<file path="config.mk">
export PLATFORM = sky130hd
export DESIGN_NAME = bsc_convert
export DESIGN_NICKNAME = d
export VERILOG_FILES = /design/src/hdl/bsc_pkg.sv /design/src/hdl/bsc_pair_permit.sv /design/src/hdl/bsc_convert.sv
export SDC_FILE = /design/constraint.sdc
export NUM_CORES = 1
export LEC_CHECK = 0
export ABC_CLOCK_PERIOD_IN_PS = 1600
export BUFFER_PORTS_ARGS = -buffer_cell sky130_fd_sc_hd__buf_4
export CORE_MARGIN = 4
export CORE_UTILIZATION = 40
export DETAILED_ROUTE_END_ITERATION = 10
export PLACE_DENSITY_LB_ADDON = 0.15
export SYNTH_ARGS = -nofsm -noshare
export SYNTH_HDL_FRONTEND = slang
export SYNTH_SLANG_ARGS = --single-unit
</file>
<file path="constraint.sdc">
create_clock -name mclk_i -period 1.6 [get_ports mclk_i]
set_input_delay 0.08 -clock mclk_i [delete_from_list [all_inputs] [get_ports mclk_i]]
set_output_delay 0.08 -clock mclk_i [all_outputs]
set_load 0.01 [all_outputs]
</file>
<file path="src/hdl/bsc_pkg.sv">
// package: constants, enums and structs for the b-slice skip/direct converter
package bsc_pkg;

	// mb_type symbol values as coded in the bitstream
	localparam logic [4:0] BSC_MBTYPE_DIRECT  = 5'h00; // b_direct_16x16 (b slice)
	localparam logic [4:0] BSC_MBTYPE_P_L0    = 5'h00; // p_l0_16x16 (p slice)
	localparam logic [4:0] BSC_MBTYPE_B8X8    = 5'h16; // b_8x8 / bp_8x8 input code
	// sub-shape codes for skip/direct inputs
	localparam logic [7:0] BSC_SHAPE_8X8      = 8'h00; // four_vector_pairs
	localparam logic [7:0] BSC_SHAPE_4X4      = 8'hff; // sixteen_vector_pairs
	localparam logic [3:0] BSC_DIRECT_ALL     = 4'hf;  // all four sub-blocks direct
	// reset values
	localparam logic       BSC_RST_FLAG       = 1'b0;
	localparam logic [4:0] BSC_RST_TYPE       = 5'h00;

	// decision classes of the input macroblock
	typedef enum logic [1:0] {
		BSC_IN_SKIP   = 2'b00,
		BSC_IN_DIRECT = 2'b01,
		BSC_IN_OTHER  = 2'b10
	} bsc_class_e;

	// pair position state
	typedef enum logic [0:0] {
		BSC_PAIR_TOP = 1'b0,
		BSC_PAIR_BOT = 1'b1
	} bsc_pair_e;

	// one input macroblock from mode decision
	typedef struct packed {
		logic       skip_hint;      // input mb skip flag
		logic [4:0] mb_type;        // input mb type
		logic [3:0] direct_pattern; // direct 8x8 pattern
		logic [7:0] sub_shape;      // sub-macroblock shape
		logic [5:0] cbp_in;         // input cbp (y4, cb, cr)
		logic       per_block_off;  // per_block_skip_conversion_off
		logic       pair_field_flag;
	} bsc_mb_s;

	// neighbour pair status
	typedef struct packed {
		logic avail_a;
		logic field_a;
		logic avail_b;
		logic field_b;
	} bsc_nbr_s;

	// decision result
	typedef struct packed {
		logic       mb_skip_flag;
		logic [4:0] mb_type;
		logic [5:0] coded_block_pattern;
		logic       pair_skip_permitted;
		logic       sub_individual;  // sub-blocks coded one by one
	} bsc_out_s;

endpackage : bsc_pkg

</file>
<file path="src/hdl/bsc_pair_permit.sv">
// pair skip permission tracker for mbaff macroblock pairs
`timescale 1ns/10ps
module bsc_pair_permit
	import bsc_pkg::*;
(
	input  wire logic     clk_i,        // packer clock
	input  wire logic     rst_n_i,      // synchronised reset, active low
	input  wire logic     slice_start_i,// clears pair state
	input  wire logic     mbaff_i,      // mbaff operation
	input  wire logic     mb_valid_i,   // current macroblock decided this cycle
	input  wire logic     field_i,      // pair_field_flag of current pair
	input  wire bsc_nbr_s nbr_i,        // neighbour pair status
	input  wire logic     coded_skip_i, // current macroblock coded as skip
	output logic          permit_o      // pair_skip_permitted, combinational
);

	bsc_pair_e pos_q;
	logic      first_skip_q;
	logic      nbr_ok;

	// neighbour condition: a, else b, else field flag zero
	always_comb begin
		if (nbr_i.avail_a)
			nbr_ok = (field_i == nbr_i.field_a);
		else if (nbr_i.avail_b)
			nbr_ok = (field_i == nbr_i.field_b);
		else
			nbr_ok = (field_i == 1'b0);
	end

	// permission: always on outside mbaff and for the top macroblock
	always_comb begin
		if (!mbaff_i)
			permit_o = 1'b1;
		else if (pos_q == BSC_PAIR_TOP)
			permit_o = 1'b1;
		else
			permit_o = !(first_skip_q && !nbr_ok);
	end

	// pair position and first-macroblock skip outcome
	always_ff @(posedge clk_i or negedge rst_n_i) begin
		if (!rst_n_i) begin
			pos_q        <= BSC_PAIR_TOP;
			first_skip_q <= 1'b0;
		end else if (slice_start_i) begin
			pos_q        <= BSC_PAIR_TOP;
			first_skip_q <= 1'b0;
		end else if (mb_valid_i && mbaff_i) begin
			if (pos_q == BSC_PAIR_TOP) begin
				pos_q        <= BSC_PAIR_BOT;
				first_skip_q <= coded_skip_i;
			end else begin
				pos_q        <= BSC_PAIR_TOP;
				first_skip_q <= 1'b0;
			end
		end
	end

endmodule : bsc_pair_permit

</file>
<file path="src/hdl/bsc_convert.sv">
// macroblock skip/direct conversion decision for the bitstream packer
`timescale 1ns/10ps
module bsc_convert
	import bsc_pkg::*;
#(
	parameter int CBP_W = 6 // coded block pattern width
)(
	input  wire logic             mclk_i,                      // packer clock
	input  wire logic             nrst_i,                      // async reset, active low
	input  wire logic             slice_start_i,               // first cycle of a slice
	input  wire logic             b_slice_i,                   // 1 b slice, 0 p slice
	input  wire logic             mbaff_i,                     // mbaff operation
	input  wire logic             slice_skip_conversion_off_i, // slice skip disable
	input  wire logic             slice_direct_conversion_off_i, // slice direct disable
	input  wire logic             mb_valid_i,                  // macroblock present
	input  wire bsc_mb_s          mb_i,                        // macroblock fields
	input  wire bsc_nbr_s         nbr_i,                       // neighbour pair status
	input  wire logic [CBP_W-1:0] cbp_quant_i,                 // cbp after quantisation
	input  wire logic             mv_match_i,                  // mv equals predictor (p)
	output logic                  out_valid_o,                 // decision valid pulse
	output bsc_out_s              out_o                        // decision
);

	logic             rst_m_q;
	logic             rst_n_q;
	bsc_class_e       cls;
	logic             permit;
	logic             skip_block;
	logic [CBP_W-1:0] cbp_eff;
	logic             dec_skip;
	logic [4:0]       dec_type;
	logic [CBP_W-1:0] dec_cbp;
	logic             dec_indiv;

	// reset release synchroniser
	always_ff @(posedge mclk_i or negedge nrst_i) begin
		if (!nrst_i) begin
			rst_m_q <= 1'b0;
			rst_n_q <= 1'b0;
		end else begin
			rst_m_q <= 1'b1;
			rst_n_q <= rst_m_q;
		end
	end

	// final cbp: quantised result masked by input pattern
	assign cbp_eff = cbp_quant_i & mb_i.cbp_in[CBP_W-1:0];

	// skip blocked by slice or per-macroblock control
	assign skip_block = slice_skip_conversion_off_i | mb_i.per_block_off;

	// classify input: skip hint, direct (b_8x8 all-direct with known shape), other
	always_comb begin
		if (mb_i.skip_hint)
			cls = BSC_IN_SKIP;
		else if (b_slice_i && mb_i.mb_type == BSC_MBTYPE_B8X8
				&& mb_i.direct_pattern == BSC_DIRECT_ALL
				&& (mb_i.sub_shape == BSC_SHAPE_8X8 || mb_i.sub_shape == BSC_SHAPE_4X4))
			cls = BSC_IN_DIRECT;
		else
			cls = BSC_IN_OTHER;
	end

	// pair permission tracking
	bsc_pair_permit u_pair (
		.clk_i        (mclk_i),
		.rst_n_i      (rst_n_q),
		.slice_start_i(slice_start_i),
		.mbaff_i      (mbaff_i),
		.mb_valid_i   (mb_valid_i),
		.field_i      (mb_i.pair_field_flag),
		.nbr_i        (nbr_i),
		.coded_skip_i (dec_skip),
		.permit_o     (permit)
	);

	// conversion table; b-slice skip/direct never checks mv (no vector derivation)
	always_comb begin
		dec_skip  = 1'b0;
		dec_type  = mb_i.mb_type;
		dec_cbp   = cbp_eff;
		dec_indiv = 1'b0;
		case (cls)
			BSC_IN_SKIP: begin
				dec_cbp = '0;
				if (permit) begin
					dec_skip = 1'b1;
					dec_type = BSC_RST_TYPE;
				end else if (b_slice_i) begin
					dec_type = BSC_MBTYPE_DIRECT;
				end else begin
					dec_type = BSC_MBTYPE_P_L0;
				end
			end
			BSC_IN_DIRECT: begin
				if (slice_direct_conversion_off_i) begin
					dec_type  = BSC_MBTYPE_B8X8;
					dec_indiv = 1'b1;
				end else if (cbp_eff != '0) begin
					dec_type = BSC_MBTYPE_DIRECT;
				end else if (skip_block) begin
					dec_type = BSC_MBTYPE_DIRECT;
				end else if (permit) begin
					dec_skip = 1'b1;
					dec_type = BSC_RST_TYPE;
				end else begin
					dec_type = BSC_MBTYPE_DIRECT;
				end
			end
			BSC_IN_OTHER: begin
				// p slice l0 16x16 may become p_skip; unforced denial just keeps type
				if (!b_slice_i && mb_i.mb_type == BSC_MBTYPE_P_L0 && !skip_block
						&& cbp_eff == '0 && mv_match_i && permit)
					dec_skip = 1'b1;
			end
			default: begin
				dec_skip = 1'b0;
			end
		endcase
	end

	// registered decision, one per macroblock in arrival order
	always_ff @(posedge mclk_i or negedge rst_n_q) begin
		if (!rst_n_q) begin
			out_valid_o <= 1'b0;
			out_o       <= '0;
		end else begin
			out_valid_o <= mb_valid_i;
			if (mb_valid_i) begin
				out_o.mb_skip_flag        <= dec_skip;
				out_o.mb_type             <= dec_type;
				out_o.coded_block_pattern                 <= 6'(dec_cbp);
				out_o.pair_skip_permitted <= permit;
				out_o.sub_individual      <= dec_indiv;
			end
		end
	end

endmodule : bsc_convert

</file>
# Word-level counts from Yosys, hierarchy flattened
# Cells that the tools add are included.
# W data, S select, Z words.
dict set report word_totals {
  word_cells 64
  reg_bits 19
  output_inout_bits 15
}
dict set report op_classes {
  n_reduce_logical 21
  eq_ne 7
  bitwise 3
  muxes 23
}
# cell count
set op_table {}
lappend op_table {{$mux W1} 17}
lappend op_table {{$logic_and A1 B1 Y1} 10}
lappend op_table {{$pmux W5 S2} 1}
lappend op_table {{$eq A8 B8 Y1 const B} 1}
lappend op_table {{$logic_not A8 Y1} 1}
lappend op_table {{$and A6 B6 Y6} 1}
lappend op_table {{$logic_not A6 Y1} 1}
lappend op_table {{$mux W6} 1}
lappend op_table {{$reduce_bool A6 Y1} 1}
lappend op_table {{$eq A5 B5 Y1 const B} 1}
lappend op_table {{$logic_not A5 Y1} 1}
lappend op_table {{$mux W5} 1}
lappend op_table {{$eq A4 B4 Y1 const B} 1}
lappend op_table {{$logic_not A1 Y1} 4}
lappend op_table {{$mux W2} 2}
lappend op_table {{$pmux W1 S3} 1}
lappend op_table {{$eq A1 B1 Y1} 2}
lappend op_table {{$eq A2 B1 Y1 const B} 1}
lappend op_table {{$eq A2 B2 Y1 const B} 1}
lappend op_table {{$logic_not A2 Y1} 1}
lappend op_table {{$reduce_bool A2 Y1} 1}
lappend op_table {{$logic_or A1 B1 Y1} 1}
lappend op_table {{$not A1 Y1} 1}
lappend op_table {{$or A1 B1 Y1} 1}

# Logic depth before layout (Yosys ltp)
dict set report logic_depth {
  ltp_word 16
  depth_mapped 5
  mapped_depth_nobuf 4
}

# Cells and area by module
# Synthesis repeated with hierarchy kept, for this count alone.
dict set report unflattened {
  hier_cells 103
  hier_area_um2 980.9
}
# mod area_per_inst_um2 cells_per_inst instances
set by_module_without_submodules {}
lappend by_module_without_submodules {bsc_convert 842.1 88 1}
lappend by_module_without_submodules {bsc_pair_permit 138.9 15 1}

# Worst setup path before layout
# No wires, ideal clock.
dict set report synth_timing {
  kind {input-to-reg}
  from {input mb_i[12] (netlist bit)}
  to {register out_o[13] (netlist bit)}
  setup_slack_ns 0.441
  stages 4
  t_arrival_ns 1.063
  setup_time_ns 0.096
  path_buffers 0
  cell_sequence {or4_4 nor2_4 o211ai_2 a311oi_2}
}
dict set report synth_via {
  elab_chain_cells 7
}
# item line_no
set synth_lines {}
lappend synth_lines {{from (decl)} bsc_convert.sv:16} ;# input wire bsc_mb_s mb_i,
lappend synth_lines {{$eq A8 B8 Y1 or $logic_not A8 Y1 (tied branches)} bsc_convert.sv:58} ;# && (mb_i.sub_shape == BSC_SHAPE_8X8 || mb_i.sub_shape == BSC_SHAPE_4X4))
lappend synth_lines {{$logic_or A1 B1 Y1 (*)} bsc_convert.sv:58}
lappend synth_lines {{$logic_and A1 B1 Y1 (*)} bsc_convert.sv:58}
lappend synth_lines {{$mux W2 (*)} bsc_convert.sv:56} ;# else if (b_slice_i && mb_i.mb_type == BSC_MBTYPE_B8X8
lappend synth_lines {{$mux W2 (*)} bsc_convert.sv:54} ;# if (mb_i.skip_hint)
lappend synth_lines {{$eq A2 B2 Y1, or another cell as far along} bsc_convert.sv:83} ;# case (cls)
lappend synth_lines {{$pmux W1 S3 (*)} bsc_convert.sv:83}
lappend synth_lines {{to (decl)} bsc_convert.sv:21} ;# output bsc_out_s out_o
# Mark *: on every way between the ends. The rest lies on a longest branch, timed or not.
# A chain may end at the register's enable or synchronous reset.

# Worst setup path in the final report
dict set report layout_timing {
  from {input slice_start_i}
  to {register u_pair.first_skip_q}
}
dict set report layout_via {
  elab_chain_cells 1
}
# item line_no
set layout_lines {}
lappend layout_lines {{from (decl)} bsc_convert.sv:10} ;# input wire logic slice_start_i,
lappend layout_lines {{$mux W1 or $reduce_bool A2 Y1 (tied branches)} -}
lappend layout_lines {{to (signal assigned)} bsc_pair_permit.sv:52} ;# first_skip_q <= coded_skip_i;
lappend layout_lines {{to (decl)} bsc_pair_permit.sv:18} ;# logic first_skip_q;
# Several ways; a longest one is shown, not always the timed one.

==> flow_metrics.py <==
metrics = {
    "cts": {
        "cts_hold_buf": 2,
        "cts.sinks": 19,
        "cts_root_buf": "clkbuf_4",
        "clk_latency_ps": 280,
        "cts_tree": "built",
        "h-tree-depth": 1,
        "cts-resized-gates": 0,
        "cts_setup_buffers": 0,
        "clockBufferDepth": 2,
        "clkTransAtPathRegs_ps": 110,
        "cts_buffers": 3,
    },
    "logic_synthesis": {
        "synth_ff_type": "dfrtp_1",
        "synth_top_area_cell": "dfrtp_1",
        "syn_inst": 100,
        "synth_top_family_by_area": "simple AND/OR/NAND/NOR gates",
        "synth-seq-cells": 19,
        "syn_avg_cell_area_um2": 9.81,
        "synthArstFlopShare_pct": 100,
        "synthAdderAreaFrac_pct": 0,
        "yosysWarnings": 0,
        "synth_fp_nets": 145,
        "synth_xor_area_share_pct": 0.893,
        "synth-compound-area-share_pct": 17.3,
        "syn_area_um2": 981,
        "synth_edf_count": 0,
        "synth_mux_area_share_pct": 0,
        "synth_top_cells_by_area": "dfrtp_1 48%, o21ai_1 4.6%, inv_1 3.8%, nand3_1 3.6%, nand4_1 3.2%",
        "synth_top_area_share_pct": 48.5,
        "ys_types": 37,
        "synth-simple-area-share_pct": 27.8,
        "ys_seq_area_share_pct": 48.5,
    },
    "sta": {
        "finalSetupViolations": 0,
        "period_share_pct": 80.9,
        "hold_violations": 0,
        "worstMarginPinSlew_ps": 692,
        "slew_headroom_pct": 53.9,
        "grt_setup_unrepaired": "no",
        "tns_ps": 0,
        "whs_ps": 24.5,
        "final-max-slew-violation-count": 0,
        "fin_skew_ps": 2.19,
        "layout_min_cycle_time_ps": 1290,
        "max_freq_ghz": 0.772,
        "setup_ws_ps": 305,
    },
    "power_and_ir_drop": {
        "switching_share_pct": 25.8,
        "p_sw_mw": 0.255,
        "power_mw": 0.992,
        "p_int_mw": 0.736,
        "p_per_area_nw_per_um2": 661,
        "ir_drop_mv": 0.479,
        "p_seq_share_pct": 53.7,
        "power_frac_clock_pct": 23.9,
        "p_leak_nw": 0.698,
        "share_comb_of_total_power_pct": 22.4,
    },
    "worst_setup_path": {
        "crit_arrival_ps": 1510,
        "cp-end-kind": "flop",
        "cpPeakStageDelay_ps": 550,
        "critical_path_class": "in -> reg",
        "cpMaxStageDelayCell": "dlygate4sd3_1",
        "startpoint_type": "input port",
        "crit_path_max_fanout": 3,
        "required_ps": 1810,
        "path_cells": "dlygate4sd3_1, buf_4, nor4bb_1, and4_1, o2111ai_1, o211ai_1",
    },
    "grt": {
        "grt_max_degree": 22,
        "antenna_found_initial": 0,
        "grt_pass1_vias": 1063,
        "grtUsageTotal_pct": 17.0,
        "grt_overflow": 0,
        "grt_pass1_wl_um": 4490,
    },
    "routing": {
        "drc": 0,
        "wl_per_cell_um": 14.1,
        "vias_per_cell": 5.34,
        "dr.pass1.iters": 5,
        "drtIter0Drc": 17,
        "wl_um": 2700,
        "vias": 1020,
        "ant_nets": 0,
    },
    "die": {
        "io_pins": 60,
        "start_util_pct": 43.1,
        "die-area_um2": 3310,
        "num_rows": 17,
        "core_um2": 2280,
        "die-height_um": 57.5,
        "fp.dieW_um": 57.5,
    },
    "placed_design": {
        "gp_congestion": 0.886,
        "dp_hpwl_um": 2220,
        "place_ws_ps": 237,
        "port-buffer-count": 59,
        "dpl.cell_count": 185,
    },
    "layout": {
        "antennaDiodeCount": 0,
        "stdcell_count": 191,
        "fin_nets": 209,
        "seq_area_um2": 475,
        "drive_gt1_share_pct": 42.9,
        "fill_cells": 192,
        "multi_input_comb_area_um2": 455,
        "area_growth_pct": 52.9,
    },
    "worst_hold_path": {
        "hp-class": "in -> reg",
    },
    "flow_run": {
        "maxCapViolCount": 0,
    },
    "outcome": {
        "status": "finished clean",
    },
}
-- area by class of cell --
type / count / area share (%)
flip-flops and latches: 19 / 31.7
repair buffers: 62 / 31.4
multi-input cells: 68 / 30.4
inverters: 10 / 2.50
well taps: 28 / 2.34
clock buffers: 4 / 1.75
-- layer usage --
metal | vias to the layer above | track usage (%) | share of wire (%)
met5 | - | 0 | 0
met4 | 0 | 7.28 | 2.4
met3 | 8 | 3.85 | 8.6
met2 | 46 | 29.2 | 51
met1 | 476 | 20.0 | 38
li1 | 490 | - | -
-- synthesized netlist by cell type (2+ instances only) --
| cell | count |
|---|---|
| o211ai_1 | 4 |
| o21ai_1 | 9 |
| or4_4 | 2 |
| nand3b_1 | 2 |
| nand4_1 | 5 |
| nand2b_1 | 4 |
| nor2_1 | 5 |
| o2111ai_1 | 2 |
| clkbuf_1 | 2 |
| dfrtp_1 | 19 |
| inv_1 | 10 |
| nand3_1 | 7 |
| nand2_1 | 5 |
-- placed cells by master (no fill, tap or decap), types with 2 or more instances in the layout --
cell type	n
dlygate4sd3_1	2
o211ai_1	4
nand2_1	5
nand3_1	7
buf_4	60
inv_1	10
clkbuf_4	3
dfrtp_1	19
o2111ai_1	2
nor2_1	5
nand4_1	5
nand3b_1	2
o21ai_1	9
or4_4	2
nand2b_1	4
-- registers in the layout, indices dropped and copies added (netlist names) --
signal / count
out_o: 14
out_valid_o: 1
rst_m_q: 1
rst_n_q: 1
u_pair.first_skip_q: 1
u_pair.pos_q: 1
-- logic make-up after synthesis --
family | Yosys count
other | 1
AOI/OAI and AO/OA | 24
buffers and inverters | 13
and+or+nand+nor | 42
xor gates and xnor gates | 1
DFF | 19
-- through the flow --
| step | instance area (µm²) | utilization [%] |
|---|---|---|
| after global routing | 1500 | 65.9 |
| after floorplan | 981 | - |
| after global placement | 1450 | 63.9 |
| final | 1500 | 65.9 |
| after detailed placement | 1450 | 63.9 |
| after CTS | 1500 | 65.9 |
-- power groups by stage --
stage               sequential (mW)  combinational, mW  clock (mW)
finish                        0.532              0.222       0.237
global route                  0.539              0.242       0.269
CTS                           0.533              0.224       0.247
detailed placement            0.543              0.219           0
global placement              0.541              0.215           0
floorplan                     0.548             0.0617           0
-- worst max-delay path, delay by kind of cell --
family          cells  cell delay [ps]
compound gates      2              240
buf+inv             2              700
simple gates        2              490
-- worst paths after layout --
kind                                    start  slack (ps)                  end  depth (start not counted)
max in group asynchronous             rst_n_q         870            out_o[11]                          0
min in group asynchronous              nrst_i          90              rst_m_q                          2
worst min register to register        rst_n_q         290             out_o[7]                          0
worst min-delay path                  mb_i[7]          20             out_o[7]                          3
worst max register to register   u_pair.pos_q         320  u_pair.first_skip_q                          4
worst max-delay path            slice_start_i         310  u_pair.first_skip_q                          6
No activity file was read; power rests on OpenSTA's default activity.
